`config.mk`:
```
export PLATFORM = sky130hd
export DESIGN_NAME = e1rs_status_bank
export DESIGN_NICKNAME = d
export VERILOG_FILES = /design/src/rtl/e1rs_pkg.sv /design/src/rtl/e1rs_status_bank.sv /design/src/rtl/e1rs_tick_div.sv
export SDC_FILE = /design/constraint.sdc
export NUM_CORES = 1
export LEC_CHECK = 0
export BUFFER_PORTS_ARGS = -buffer_cell sky130_fd_sc_hd__buf_2
export CAP_MARGIN = 20
export CORE_MARGIN = 3
export CORE_UTILIZATION = 50
export CTS_BUF_LIST = sky130_fd_sc_hd__clkbuf_4 sky130_fd_sc_hd__clkbuf_8 sky130_fd_sc_hd__clkbuf_16
export CTS_CLUSTER_DIAMETER = 80
export DETAILED_ROUTE_END_ITERATION = 7
export GPL_TIMING_DRIVEN = 1
export PLACE_DENSITY_LB_ADDON = 0.05
export RECOVER_POWER = 50
export SLEW_MARGIN = 30
export SYNTH_ARGS = -nofsm -noshare
export SYNTH_HDL_FRONTEND = slang
export SYNTH_HIERARCHICAL = 1
export SYNTH_SLANG_ARGS = --single-unit
```
`constraint.sdc`:
```
create_clock -name clk_sys_i -period 2.3 [get_ports clk_sys_i]
set_input_delay 0.23 -clock clk_sys_i [delete_from_list [all_inputs] [get_ports clk_sys_i]]
set_output_delay 0.23 -clock clk_sys_i [all_outputs]
set_load 0.01 [all_outputs]
```
`src/rtl/e1rs_pkg.sv`:
```
// Package: register map, field positions, timing constants and carriers of the status bank
package e1rs_pkg;

	// ==========================================================
	// Register map
	localparam logic [7:0] PAGE_STATUS = 8'h03;
	localparam logic [4:0] OFS_SYNC = 5'h10;
	localparam logic [4:0] OFS_FAS = 5'h11;
	localparam logic [4:0] OFS_TIMER = 5'h12;
	localparam logic [4:0] OFS_NFAS = 5'h13;
	localparam logic [4:0] OFS_MFAS = 5'h14;
	localparam logic [4:0] OFS_PHASE_HI = 5'h15;
	localparam logic [4:0] OFS_PHASE_LO = 5'h16;
	localparam logic [4:0] OFS_JITTER = 5'h17;
	localparam logic [4:0] OFS_SIGNAL = 5'h18;
	localparam logic [4:0] OFS_ALARM1 = 5'h19;
	localparam logic [4:0] OFS_SPARE = 5'h1a;
	localparam logic [4:0] OFS_IDENT = 5'h1f;
	// Identification value is arbitrary
	localparam logic [7:0] IDENT_VALUE = 8'h5c;
	localparam logic [7:0] UNUSED_READ = 8'h00;

	// ==========================================================
	// Field positions
	localparam int SYNC_BASIC_BIT = 7;
	localparam int SYNC_SIGMF_BIT = 6;
	localparam int SYNC_CRCMF_BIT = 5;
	localparam int SYNC_EBIT1_BIT = 4;
	localparam int SYNC_EBIT2_BIT = 3;
	localparam int SYNC_TOUT_BIT = 2;
	localparam int SYNC_RED_BIT = 1;
	localparam int SYNC_IWK_BIT = 0;
	localparam int TMR_HALF_BIT = 7;
	localparam int TMR_ONE_BIT = 6;
	localparam int TMR_NONNORM_BIT = 5;
	localparam int TMR_TERM_BIT = 4;
	localparam int TMR_LONG_BIT = 3;
	localparam int TMR_SHORT_BIT = 2;
	localparam int TMR_ALIGN_BIT = 1;
	localparam int TMR_KEEP_BIT = 0;
	localparam logic [6:0] FAS_PATTERN = 7'h1b;

	// ==========================================================
	// Reset values
	localparam logic [7:0] RST_BYTE = 8'h00;
	localparam logic RST_LOSS = 1'b1;
	localparam logic RST_INTERWORK = 1'b0;

	// ==========================================================
	// Timing
	localparam int unsigned CLK_HZ = 40_000_000;
	localparam int unsigned TICK_US = 1000;
	localparam int unsigned TICK_CYCLES = (CLK_HZ / 1_000_000) * TICK_US;
	localparam int unsigned HALF_SEC_MS = 500;
	localparam int unsigned RED_MS = 100;
	localparam int unsigned NONNORM_MS = 100;
	localparam int unsigned TERM_SYNC_MS = 10;
	localparam int unsigned CRC_SHORT_MS = 8;
	localparam int unsigned CRC_LONG_MS = 400;
	localparam int unsigned KEEP_ALIVE_MS = 100;

	typedef logic [8:0] e1rs_ms_t;

	// ==========================================================
	// Status carried in from the receive framer (same clock)
	typedef struct packed {
		logic basic_frame_loss;
		logic sig_multiframe_loss;
		logic crc4_multiframe_loss;
		logic crc4_submf_pulse;
		logic ebit_strobe;
		logic rx_ebit_first;
		logic rx_ebit_second;
		logic fas_strobe;
		logic [7:0] fas_byte;
		logic nonnormal_frames;
		logic terminal_sync;
		logic all_ones_alarm_status;
		logic maint_option;
		logic auto_interwork;
	} e1rs_rx_s;

	// Status words owned by neighbouring blocks
	typedef struct packed {
		logic [7:0] nfas;
		logic [7:0] mfas;
		logic [7:0] phase_hi;
		logic [7:0] phase_lo;
		logic [7:0] jitter;
		logic [7:0] signal;
		logic [7:0] alarm1;
		logic [7:0] spare;
	} e1rs_words_s;

endpackage

```
`src/rtl/e1rs_status_bank.sv`:
```
// Receive synchronisation, frame alignment and timer status bank with its host read port
`timescale 1ns/10ps

// Operation
// - bit 7 reports basic frame alignment loss
// - bit 6 reports signalling multiframe alignment loss
// - bit 5 reports CRC-4 multiframe alignment loss
// - bits 4,3 hold last received E-bits
// - bit 2 sets on 8 ms CRC-4 search timeout
// - timeout forces reframe in maintenance, no interworking
// - red alarm after 100 ms loss, clears on alignment
// - bit 0 shows CRC-4 interworking state
// - frame alignment register bit 7 captures first bit
// - bits 6..0 capture alignment pattern bits
// - half-second toggle flips every 0.5 s
// - one-second toggle flips every second, in step
// - non-normal flag after 100 ms, cleared by terminal flag
// - terminal flag after 10 ms sync, cleared by non-normal
// - long toggle flips on 400 ms timer expiry
// - short toggle flips on 8 ms timer expiry
// - alignment toggle every ms, CRC-locked once aligned
// - keep-alive after 100 ms all-ones, clears when low
// - page 03H decodes 10H-1AH and 1FH only
module e1rs_status_bank
	import e1rs_pkg::*;
#(
	parameter int unsigned MS_CYCLES = TICK_CYCLES
) (
	// Clock and reset
	input wire logic clk_sys_i,
	input wire logic rst_i,
	// Host parallel port pins
	input wire logic cs_n_i,
	input wire logic rd_n_i,
	input wire logic wr_n_i,
	input wire logic [4:0] addr_i,
	input wire logic [7:0] data_i,
	output logic [7:0] data_o,
	output logic data_oe_o,
	// Page selection from the page register
	input wire logic [7:0] page_i,
	// Receive framer status
	input wire e1rs_rx_s rx_i,
	input wire e1rs_words_s words_i,
	// Reframe request to the framer
	output logic reframe_o
);
	// ==========================================================
	// Pin synchronisers
	logic [7:0] pin_meta_q;
	logic [7:0] pin_sync_q;
	logic [7:0] wdata_meta_q;
	logic [7:0] wdata_q;

	always_ff @(posedge clk_sys_i) begin
		if (rst_i) begin
			pin_meta_q <= 8'hff;
			pin_sync_q <= 8'hff;
			wdata_meta_q <= 8'h00;
			wdata_q <= 8'h00;
		end else begin
			pin_meta_q <= {cs_n_i, rd_n_i, wr_n_i, addr_i};
			pin_sync_q <= pin_meta_q;
			wdata_meta_q <= data_i;
			wdata_q <= wdata_meta_q;
		end
	end

	// ==========================================================
	// Millisecond enable
	logic ms_tick;

	e1rs_tick_div #(
		.CYCLES(MS_CYCLES)
	) u_ms_div (
		.clk_sys_i(clk_sys_i),
		.rst_i(rst_i),
		.tick_o(ms_tick)
	);

	// Persistence count: clears when the condition drops, saturates at the limit
	function automatic e1rs_ms_t persist(input e1rs_ms_t cnt, input logic cond,
		input logic tick, input int unsigned limit);
		e1rs_ms_t res;
		res = cnt;
		if (!cond) begin
			res = 9'h000;
		end else if (tick && (cnt < 9'(limit))) begin
			res = cnt + 9'h001;
		end
		return res;
	endfunction

	// ==========================================================
	// Free-running second timers
	e1rs_ms_t half_cnt_q;
	logic half_second_toggle_q;
	logic one_second_toggle_q;
	logic half_wrap;

	assign half_wrap = ms_tick && (half_cnt_q == 9'(HALF_SEC_MS - 1));

	always_ff @(posedge clk_sys_i) begin
		if (rst_i) begin
			half_cnt_q <= 9'h000;
			half_second_toggle_q <= 1'b0;
			one_second_toggle_q <= 1'b0;
		end else begin
			if (ms_tick) begin
				half_cnt_q <= half_wrap ? 9'h000 : half_cnt_q + 9'h001;
			end
			if (half_wrap) begin
				half_second_toggle_q <= ~half_second_toggle_q;
				// One-second bit flips on every other half-second edge
				if (half_second_toggle_q) begin
					one_second_toggle_q <= ~one_second_toggle_q;
				end
			end
		end
	end

	// ==========================================================
	// Alignment status, red alarm, E-bits, frame alignment capture
	e1rs_ms_t red_cnt_q;
	logic red_alarm_q;
	logic rx_ebit_first_q;
	logic rx_ebit_second_q;
	logic [7:0] fas_q;
	logic basic_aligned;

	assign basic_aligned = ~rx_i.basic_frame_loss;

	always_ff @(posedge clk_sys_i) begin
		if (rst_i) begin
			red_cnt_q <= 9'h000;
			red_alarm_q <= 1'b0;
			rx_ebit_first_q <= 1'b0;
			rx_ebit_second_q <= 1'b0;
			fas_q <= RST_BYTE;
		end else begin
			red_cnt_q <= persist(red_cnt_q, rx_i.basic_frame_loss, ms_tick, RED_MS);
			if (basic_aligned) begin
				red_alarm_q <= 1'b0;
			end else if (red_cnt_q >= 9'(RED_MS)) begin
				red_alarm_q <= 1'b1;
			end
			if (rx_i.ebit_strobe) begin
				rx_ebit_first_q <= rx_i.rx_ebit_first;
				rx_ebit_second_q <= rx_i.rx_ebit_second;
			end
			if (rx_i.fas_strobe) begin
				fas_q <= rx_i.fas_byte;
			end
		end
	end

	// ==========================================================
	// CRC-4 multiframe search timers and interworking
	e1rs_ms_t short_cnt_q;
	e1rs_ms_t long_cnt_q;
	logic crc4_search_timeout_q;
	logic short_crc_timer_toggle_q;
	logic long_crc_timer_toggle_q;
	logic crc4_interwork_state_q;
	logic reframe_q;
	logic crc_hunt;
	logic short_expire;
	logic long_expire;

	// Timers run only while basic frame is held and CRC-4 is still sought
	assign crc_hunt = basic_aligned && rx_i.crc4_multiframe_loss;
	assign short_expire = crc_hunt && ms_tick && !crc4_search_timeout_q
		&& (short_cnt_q == 9'(CRC_SHORT_MS - 1));
	assign long_expire = crc_hunt && ms_tick && (long_cnt_q == 9'(CRC_LONG_MS - 1));

	always_ff @(posedge clk_sys_i) begin
		if (rst_i) begin
			short_cnt_q <= 9'h000;
			long_cnt_q <= 9'h000;
			crc4_search_timeout_q <= 1'b0;
			short_crc_timer_toggle_q <= 1'b0;
			long_crc_timer_toggle_q <= 1'b0;
			crc4_interwork_state_q <= RST_INTERWORK;
			reframe_q <= 1'b0;
		end else begin
			short_cnt_q <= persist(short_cnt_q, crc_hunt, ms_tick, CRC_SHORT_MS);
			long_cnt_q <= persist(long_cnt_q, crc_hunt, ms_tick, CRC_LONG_MS);
			if (short_expire) begin
				crc4_search_timeout_q <= 1'b1;
				short_crc_timer_toggle_q <= ~short_crc_timer_toggle_q;
			end else if (!crc_hunt) begin
				crc4_search_timeout_q <= 1'b0;
			end
			if (long_expire) begin
				long_crc_timer_toggle_q <= ~long_crc_timer_toggle_q;
				crc4_interwork_state_q <= 1'b0;
			end else if (basic_aligned && !rx_i.crc4_multiframe_loss) begin
				crc4_interwork_state_q <= 1'b1;
			end
			// One-cycle request for a new basic frame search
			reframe_q <= short_expire && rx_i.maint_option && !rx_i.auto_interwork;
		end
	end

	// ==========================================================
	// Alignment millisecond toggle
	logic crc_align_ms_toggle_q;
	logic align_flip;

	assign align_flip = rx_i.crc4_multiframe_loss ? ms_tick : rx_i.crc4_submf_pulse;

	always_ff @(posedge clk_sys_i) begin
		if (rst_i) begin
			crc_align_ms_toggle_q <= 1'b0;
		end else if (align_flip) begin
			crc_align_ms_toggle_q <= ~crc_align_ms_toggle_q;
		end
	end

	// ==========================================================
	// Persistence flags for line condition and keep-alive
	e1rs_ms_t nonnorm_cnt_q;
	e1rs_ms_t term_cnt_q;
	e1rs_ms_t keep_cnt_q;
	logic nonnormal_persist_flag_q;
	logic terminal_sync_persist_flag_q;
	logic keep_alive_flag_q;

	always_ff @(posedge clk_sys_i) begin
		if (rst_i) begin
			nonnorm_cnt_q <= 9'h000;
			term_cnt_q <= 9'h000;
			keep_cnt_q <= 9'h000;
			nonnormal_persist_flag_q <= 1'b0;
			terminal_sync_persist_flag_q <= 1'b0;
			keep_alive_flag_q <= 1'b0;
		end else begin
			nonnorm_cnt_q <= persist(nonnorm_cnt_q, rx_i.nonnormal_frames, ms_tick, NONNORM_MS);
			term_cnt_q <= persist(term_cnt_q, rx_i.terminal_sync, ms_tick, TERM_SYNC_MS);
			keep_cnt_q <= persist(keep_cnt_q, rx_i.all_ones_alarm_status, ms_tick,
				KEEP_ALIVE_MS);
			if (rx_i.nonnormal_frames) begin
				terminal_sync_persist_flag_q <= 1'b0;
			end else if (term_cnt_q >= 9'(TERM_SYNC_MS)) begin
				terminal_sync_persist_flag_q <= 1'b1;
			end
			if (terminal_sync_persist_flag_q) begin
				nonnormal_persist_flag_q <= 1'b0;
			end else if (nonnorm_cnt_q >= 9'(NONNORM_MS)) begin
				nonnormal_persist_flag_q <= 1'b1;
			end
			if (!rx_i.all_ones_alarm_status) begin
				keep_alive_flag_q <= 1'b0;
			end else if (keep_cnt_q >= 9'(KEEP_ALIVE_MS)) begin
				keep_alive_flag_q <= 1'b1;
			end
		end
	end

	// ==========================================================
	// Status words and read decode
	logic [7:0] sync_word;
	logic [7:0] timer_word;
	logic [7:0] read_mux;
	logic rd_act;
	logic page_hit;
	logic [4:0] rd_addr;

	assign sync_word = {rx_i.basic_frame_loss, rx_i.sig_multiframe_loss,
		rx_i.crc4_multiframe_loss, rx_ebit_first_q, rx_ebit_second_q,
		crc4_search_timeout_q, red_alarm_q, crc4_interwork_state_q};
	assign timer_word = {half_second_toggle_q, one_second_toggle_q,
		nonnormal_persist_flag_q, terminal_sync_persist_flag_q,
		long_crc_timer_toggle_q, short_crc_timer_toggle_q,
		crc_align_ms_toggle_q, keep_alive_flag_q};
	assign rd_addr = pin_sync_q[4:0];
	// A write strobe never enables the bus; write data is dropped
	assign rd_act = !pin_sync_q[7] && !pin_sync_q[6] && pin_sync_q[5];
	assign page_hit = (page_i == PAGE_STATUS);

	always_comb begin
		read_mux = UNUSED_READ;
		if (page_hit) begin
			case (rd_addr)
				OFS_SYNC: read_mux = sync_word;
				OFS_FAS: read_mux = fas_q;
				OFS_TIMER: read_mux = timer_word;
				OFS_NFAS: read_mux = words_i.nfas;
				OFS_MFAS: read_mux = words_i.mfas;
				OFS_PHASE_HI: read_mux = words_i.phase_hi;
				OFS_PHASE_LO: read_mux = words_i.phase_lo;
				OFS_JITTER: read_mux = words_i.jitter;
				OFS_SIGNAL: read_mux = words_i.signal;
				OFS_ALARM1: read_mux = words_i.alarm1;
				OFS_SPARE: read_mux = words_i.spare;
				OFS_IDENT: read_mux = IDENT_VALUE;
				default: read_mux = UNUSED_READ;
			endcase
		end
	end

	always_ff @(posedge clk_sys_i) begin
		if (rst_i) begin
			data_o <= RST_BYTE;
			data_oe_o <= 1'b0;
		end else begin
			data_o <= rd_act ? read_mux : RST_BYTE;
			data_oe_o <= rd_act && page_hit;
		end
	end

	assign reframe_o = reframe_q;
endmodule

```
`src/rtl/e1rs_tick_div.sv`:
```
// Divider that yields a one-cycle enable pulse every CYCLES clocks
`timescale 1ns/10ps
module e1rs_tick_div #(
	parameter int unsigned CYCLES = 40000
) (
	// Clock and reset
	input wire logic clk_sys_i,
	input wire logic rst_i,
	// Enable pulse
	output logic tick_o
);
	logic [15:0] cnt_q;
	logic wrap;

	assign wrap = (cnt_q == 16'(CYCLES - 1));

	always_ff @(posedge clk_sys_i) begin
		if (rst_i) begin
			cnt_q <= 16'h0000;
			tick_o <= 1'b0;
		end else begin
			cnt_q <= wrap ? 16'h0000 : cnt_q + 16'h0001;
			tick_o <= wrap;
		end
	end
endmodule
```
==> results_dict.tcl <==
set metrics [dict create \
    status "finished clean" \
    pwr-share-clk 0.518 \
    finalWirelength_um 14060 \
    swShare 0.2160 \
    n_fill_cell 978 \
    drv_slew 0 \
    min_period_ns 1.979 \
    first_pass_iters 4 \
    ios 121 \
    cap_viol_max_count 0 \
    r2r-start "pin_sync_q[1]" \
    layout-drive-gt1-share 0.2454 \
    tritoncts "built" \
    cts_max_level 4 \
    worstMarginPinSlew_ns 0.9053 \
    die_h_um 113.5 \
    layout.nets 864 \
    reg2reg_depth 4 \
    hold_path.class "primary input to flop" \
    crit_arrival_ns 2.31 \
    grt_start_max_net_pins 49 \
    core_um2 11080 \
    syn_avg_cell_area_um2 9.358 \
    synth_edf_count 0 \
    drc 0 \
    grt_first_pass_wirelength_um 23140 \
    synthFlopType "dfxtp_1" \
    final_common_cell "dfxtp_1" \
    path_cells "buf_4 > nor3_1 > a22oi_1 > a31oi_1" \
    skew_ns 0.006626 \
    dp_hpwl_um 10400 \
    seqPwrFrac 0.430 \
    drt_iter0_drc 247 \
    internal_power_uw 4125 \
    synthToLayoutAreaGrowth_pct 22.98 \
    ys_seq_area_frac 0.4396 \
    grt_pass1_vias 4744 \
    startpoint "pin_sync_q[1]" \
    cts-buffers-inserted 17 \
    critPathMaxFanout 16 \
    drt.antenna.violating_nets 0 \
    p_per_area_nw_per_um2 739.9 \
    post-cts-setup-buffer-count 0 \
    startpoint_type "flop" \
    syn_area_um2 5783 \
    setup_ws_ns 0.3207 \
    synthCells 618 \
    synth.distinct_cells 68 \
    ir_drop_uv 614.9 \
    die-area_um2 12890 \
    r2r-end "data_o[0]" \
    cp_slowest_cell "nor3_1" \
    worst-r2r-setup-slack_ns 0.32 \
    end_kind "flop" \
    clockRootBuffer "clkbuf_16" \
    hold_violations 0 \
    cp.required_ns 2.63 \
    die_w_um 113.5 \
    min_period_over_period 0.8606 \
    worstSkewPairLatency_ns 0.41 \
    max_freq_mhz 505.2 \
    antenna_found_initial 0 \
    fp-row-count 38 \
    viasPerCell 5.447 \
    cts.reportedPaths.clkPinSlew_ns 0.06 \
    leakagePower_uw 0.002803 \
    max_stage_delay_ns 0.72 \
    setup.worst_path.end "data_o[0]" \
    regArea_um2 2542 \
    io_buffers 112 \
    finalSetupTns_ns 0 \
    diodes 0 \
    pre_cts_ws_ns 0.3453 \
    worstSetupPathType "flop to flop" \
    track_usage 0.2249 \
    routabilityCongestion 0.8979 \
    synth_warnings 6 \
    slew_headroom 0.3965 \
    synth.net_count 741 \
    cts_sinks 127 \
    multi_input_area_um2 3024 \
    power.switching_uw 1137 \
    via_count 4870 \
    wl_per_cell_um 15.73 \
    layout_common_cells "dfxtp_1 (127), buf_2 (101), nor2_1 (90)" \
    rsz0062_at_grt "no" \
    p_comb_frac 0.052 \
    cts_buffer_depth 2 \
    grt.overflow.total 0 \
    synth_seq_cells 127 \
    synthArstFlopShare 0 \
    finalSetupViolCount 0 \
    start_util 0.5220 \
]
-- registers in the layout (all words and copies together) (netlist names), 8 cells and up --
register / count
pin_meta_q: 8
red_cnt_q: 9
half_cnt_q: 9
pin_sync_q: 8
long_cnt_q: 9
fas_q: 8
u_ms_div/cnt_q: 16
nonnorm_cnt_q: 9
term_cnt_q: 9
short_cnt_q: 9
keep_cnt_q: 9
data_o: 8
-- Yosys cell counts, drive strengths merged (12+ instances only) --
cell type	count	area, um2
a21oi	17	85.08
and2	23	143.9
and3	12	77.57
clkbuf	14	53.80
dfxtp	127	2542
ha	12	150.1
inv	21	78.83
mux2i	20	200.2
nand2	21	78.83
nand3	28	152.7
nand4	18	112.6
nor2	90	337.8
nor3	12	65.06
or2	19	118.9
xnor2	21	183.9
xor2	28	245.2
-- power groups by stage --
stage | combinational, uW | clock (uW) | sequential [uW]
floorplan | 157 | 0 | 2290
global placement | 265 | 0 | 2310
detailed placement | 267 | 0 | 2310
CTS | 277 | 2770 | 2260
global route | 303 | 2890 | 2260
finish | 275 | 2730 | 2260
-- how the worst min path moves through the flow --
| stage | startpoint | end | slack [ns] | depth (start not counted) |
|---|---|---|---|---|
| finish | rd_n_i | pin_meta_q[6] | 0.02 | 2 |
| global route | rd_n_i | pin_meta_q[6] | 0.01 | 2 |
| CTS | rd_n_i | pin_meta_q[6] | 0.001 | 2 |
| detailed placement | pin_meta_q[7] | pin_sync_q[7] | 0.40 | 1 |
| global placement | pin_meta_q[7] | pin_sync_q[7] | 0.39 | 1 |
| floorplan | rst_i | u_ms_div/cnt_q[4] | 0.30 | 1 |
-- area by class of cell --
type | count | share of cell area
flip-flops and latches | 127 | 0.3575
clock inverters | 13 | 0.02322
clock buffers | 19 | 0.06281
inverters | 21 | 0.01108
well taps | 140 | 0.02463
multi-input cells | 445 | 0.4252
repair buffers | 129 | 0.09553
-- routing by layer --
layer | global-route usage | part of all wire | vias to the layer above
li1 | - | - | 2445
met1 | 0.2748 | 0.44 | 2250
met2 | 0.3867 | 0.47 | 154
met3 | 0.05889 | 0.067 | 21
met4 | 0.07212 | 0.014 | 0
met5 | 0 | 0 | -
-- metrics by stage --
stage | hold slack, ns | cell area [um2] | std cells | utilization | power [uW]
final | 0.02036 | 7112 | 894 | 0.6420 | 5262
after global routing | 0.01462 | 7112 | 894 | 0.6420 | 5459
after CTS | 0.001286 | 7142 | 894 | 0.6447 | 5308
after detailed placement | 0.4047 | 6470 | 856 | 0.5840 | 2576
after global placement | 0.3929 | 6470 | 856 | 0.5840 | 2573
after floorplan | 0.3024 | 5783 | 618 | - | 2447
-- logic make-up (layout without fill, tap and decap cells) --
logic type	Yosys count	in the layout	synth area share
adder cells (fa/ha/maj)	12	12	0.02596
AND/OR/NAND/NOR	278	278	0.2644
buffers and inverters	46	182	0.03635
flip-flops	127	127	0.4396
XOR/XNOR	49	49	0.07421
multiplexers	30	30	0.05993
AO/OA/AOI/OAI	76	76	0.09953
-- worst max-delay path: cells and delay by family (launching register included) --
kind | cells | cell delay, ns
DFF | 1 | 0.49
AOI/OAI and AO/OA | 2 | 0.41
and+or+nand+nor | 1 | 0.72
buffers and inverters | 1 | 0.27
-- what timing repair did --
item | 4_1_cts | 5_1_grt
hold buffers | 6 | 0
gates resized for setup | 0 | 0
hold endpoints to repair | 6 | 0
Note: power is estimated with default switching activity, not from simulation.
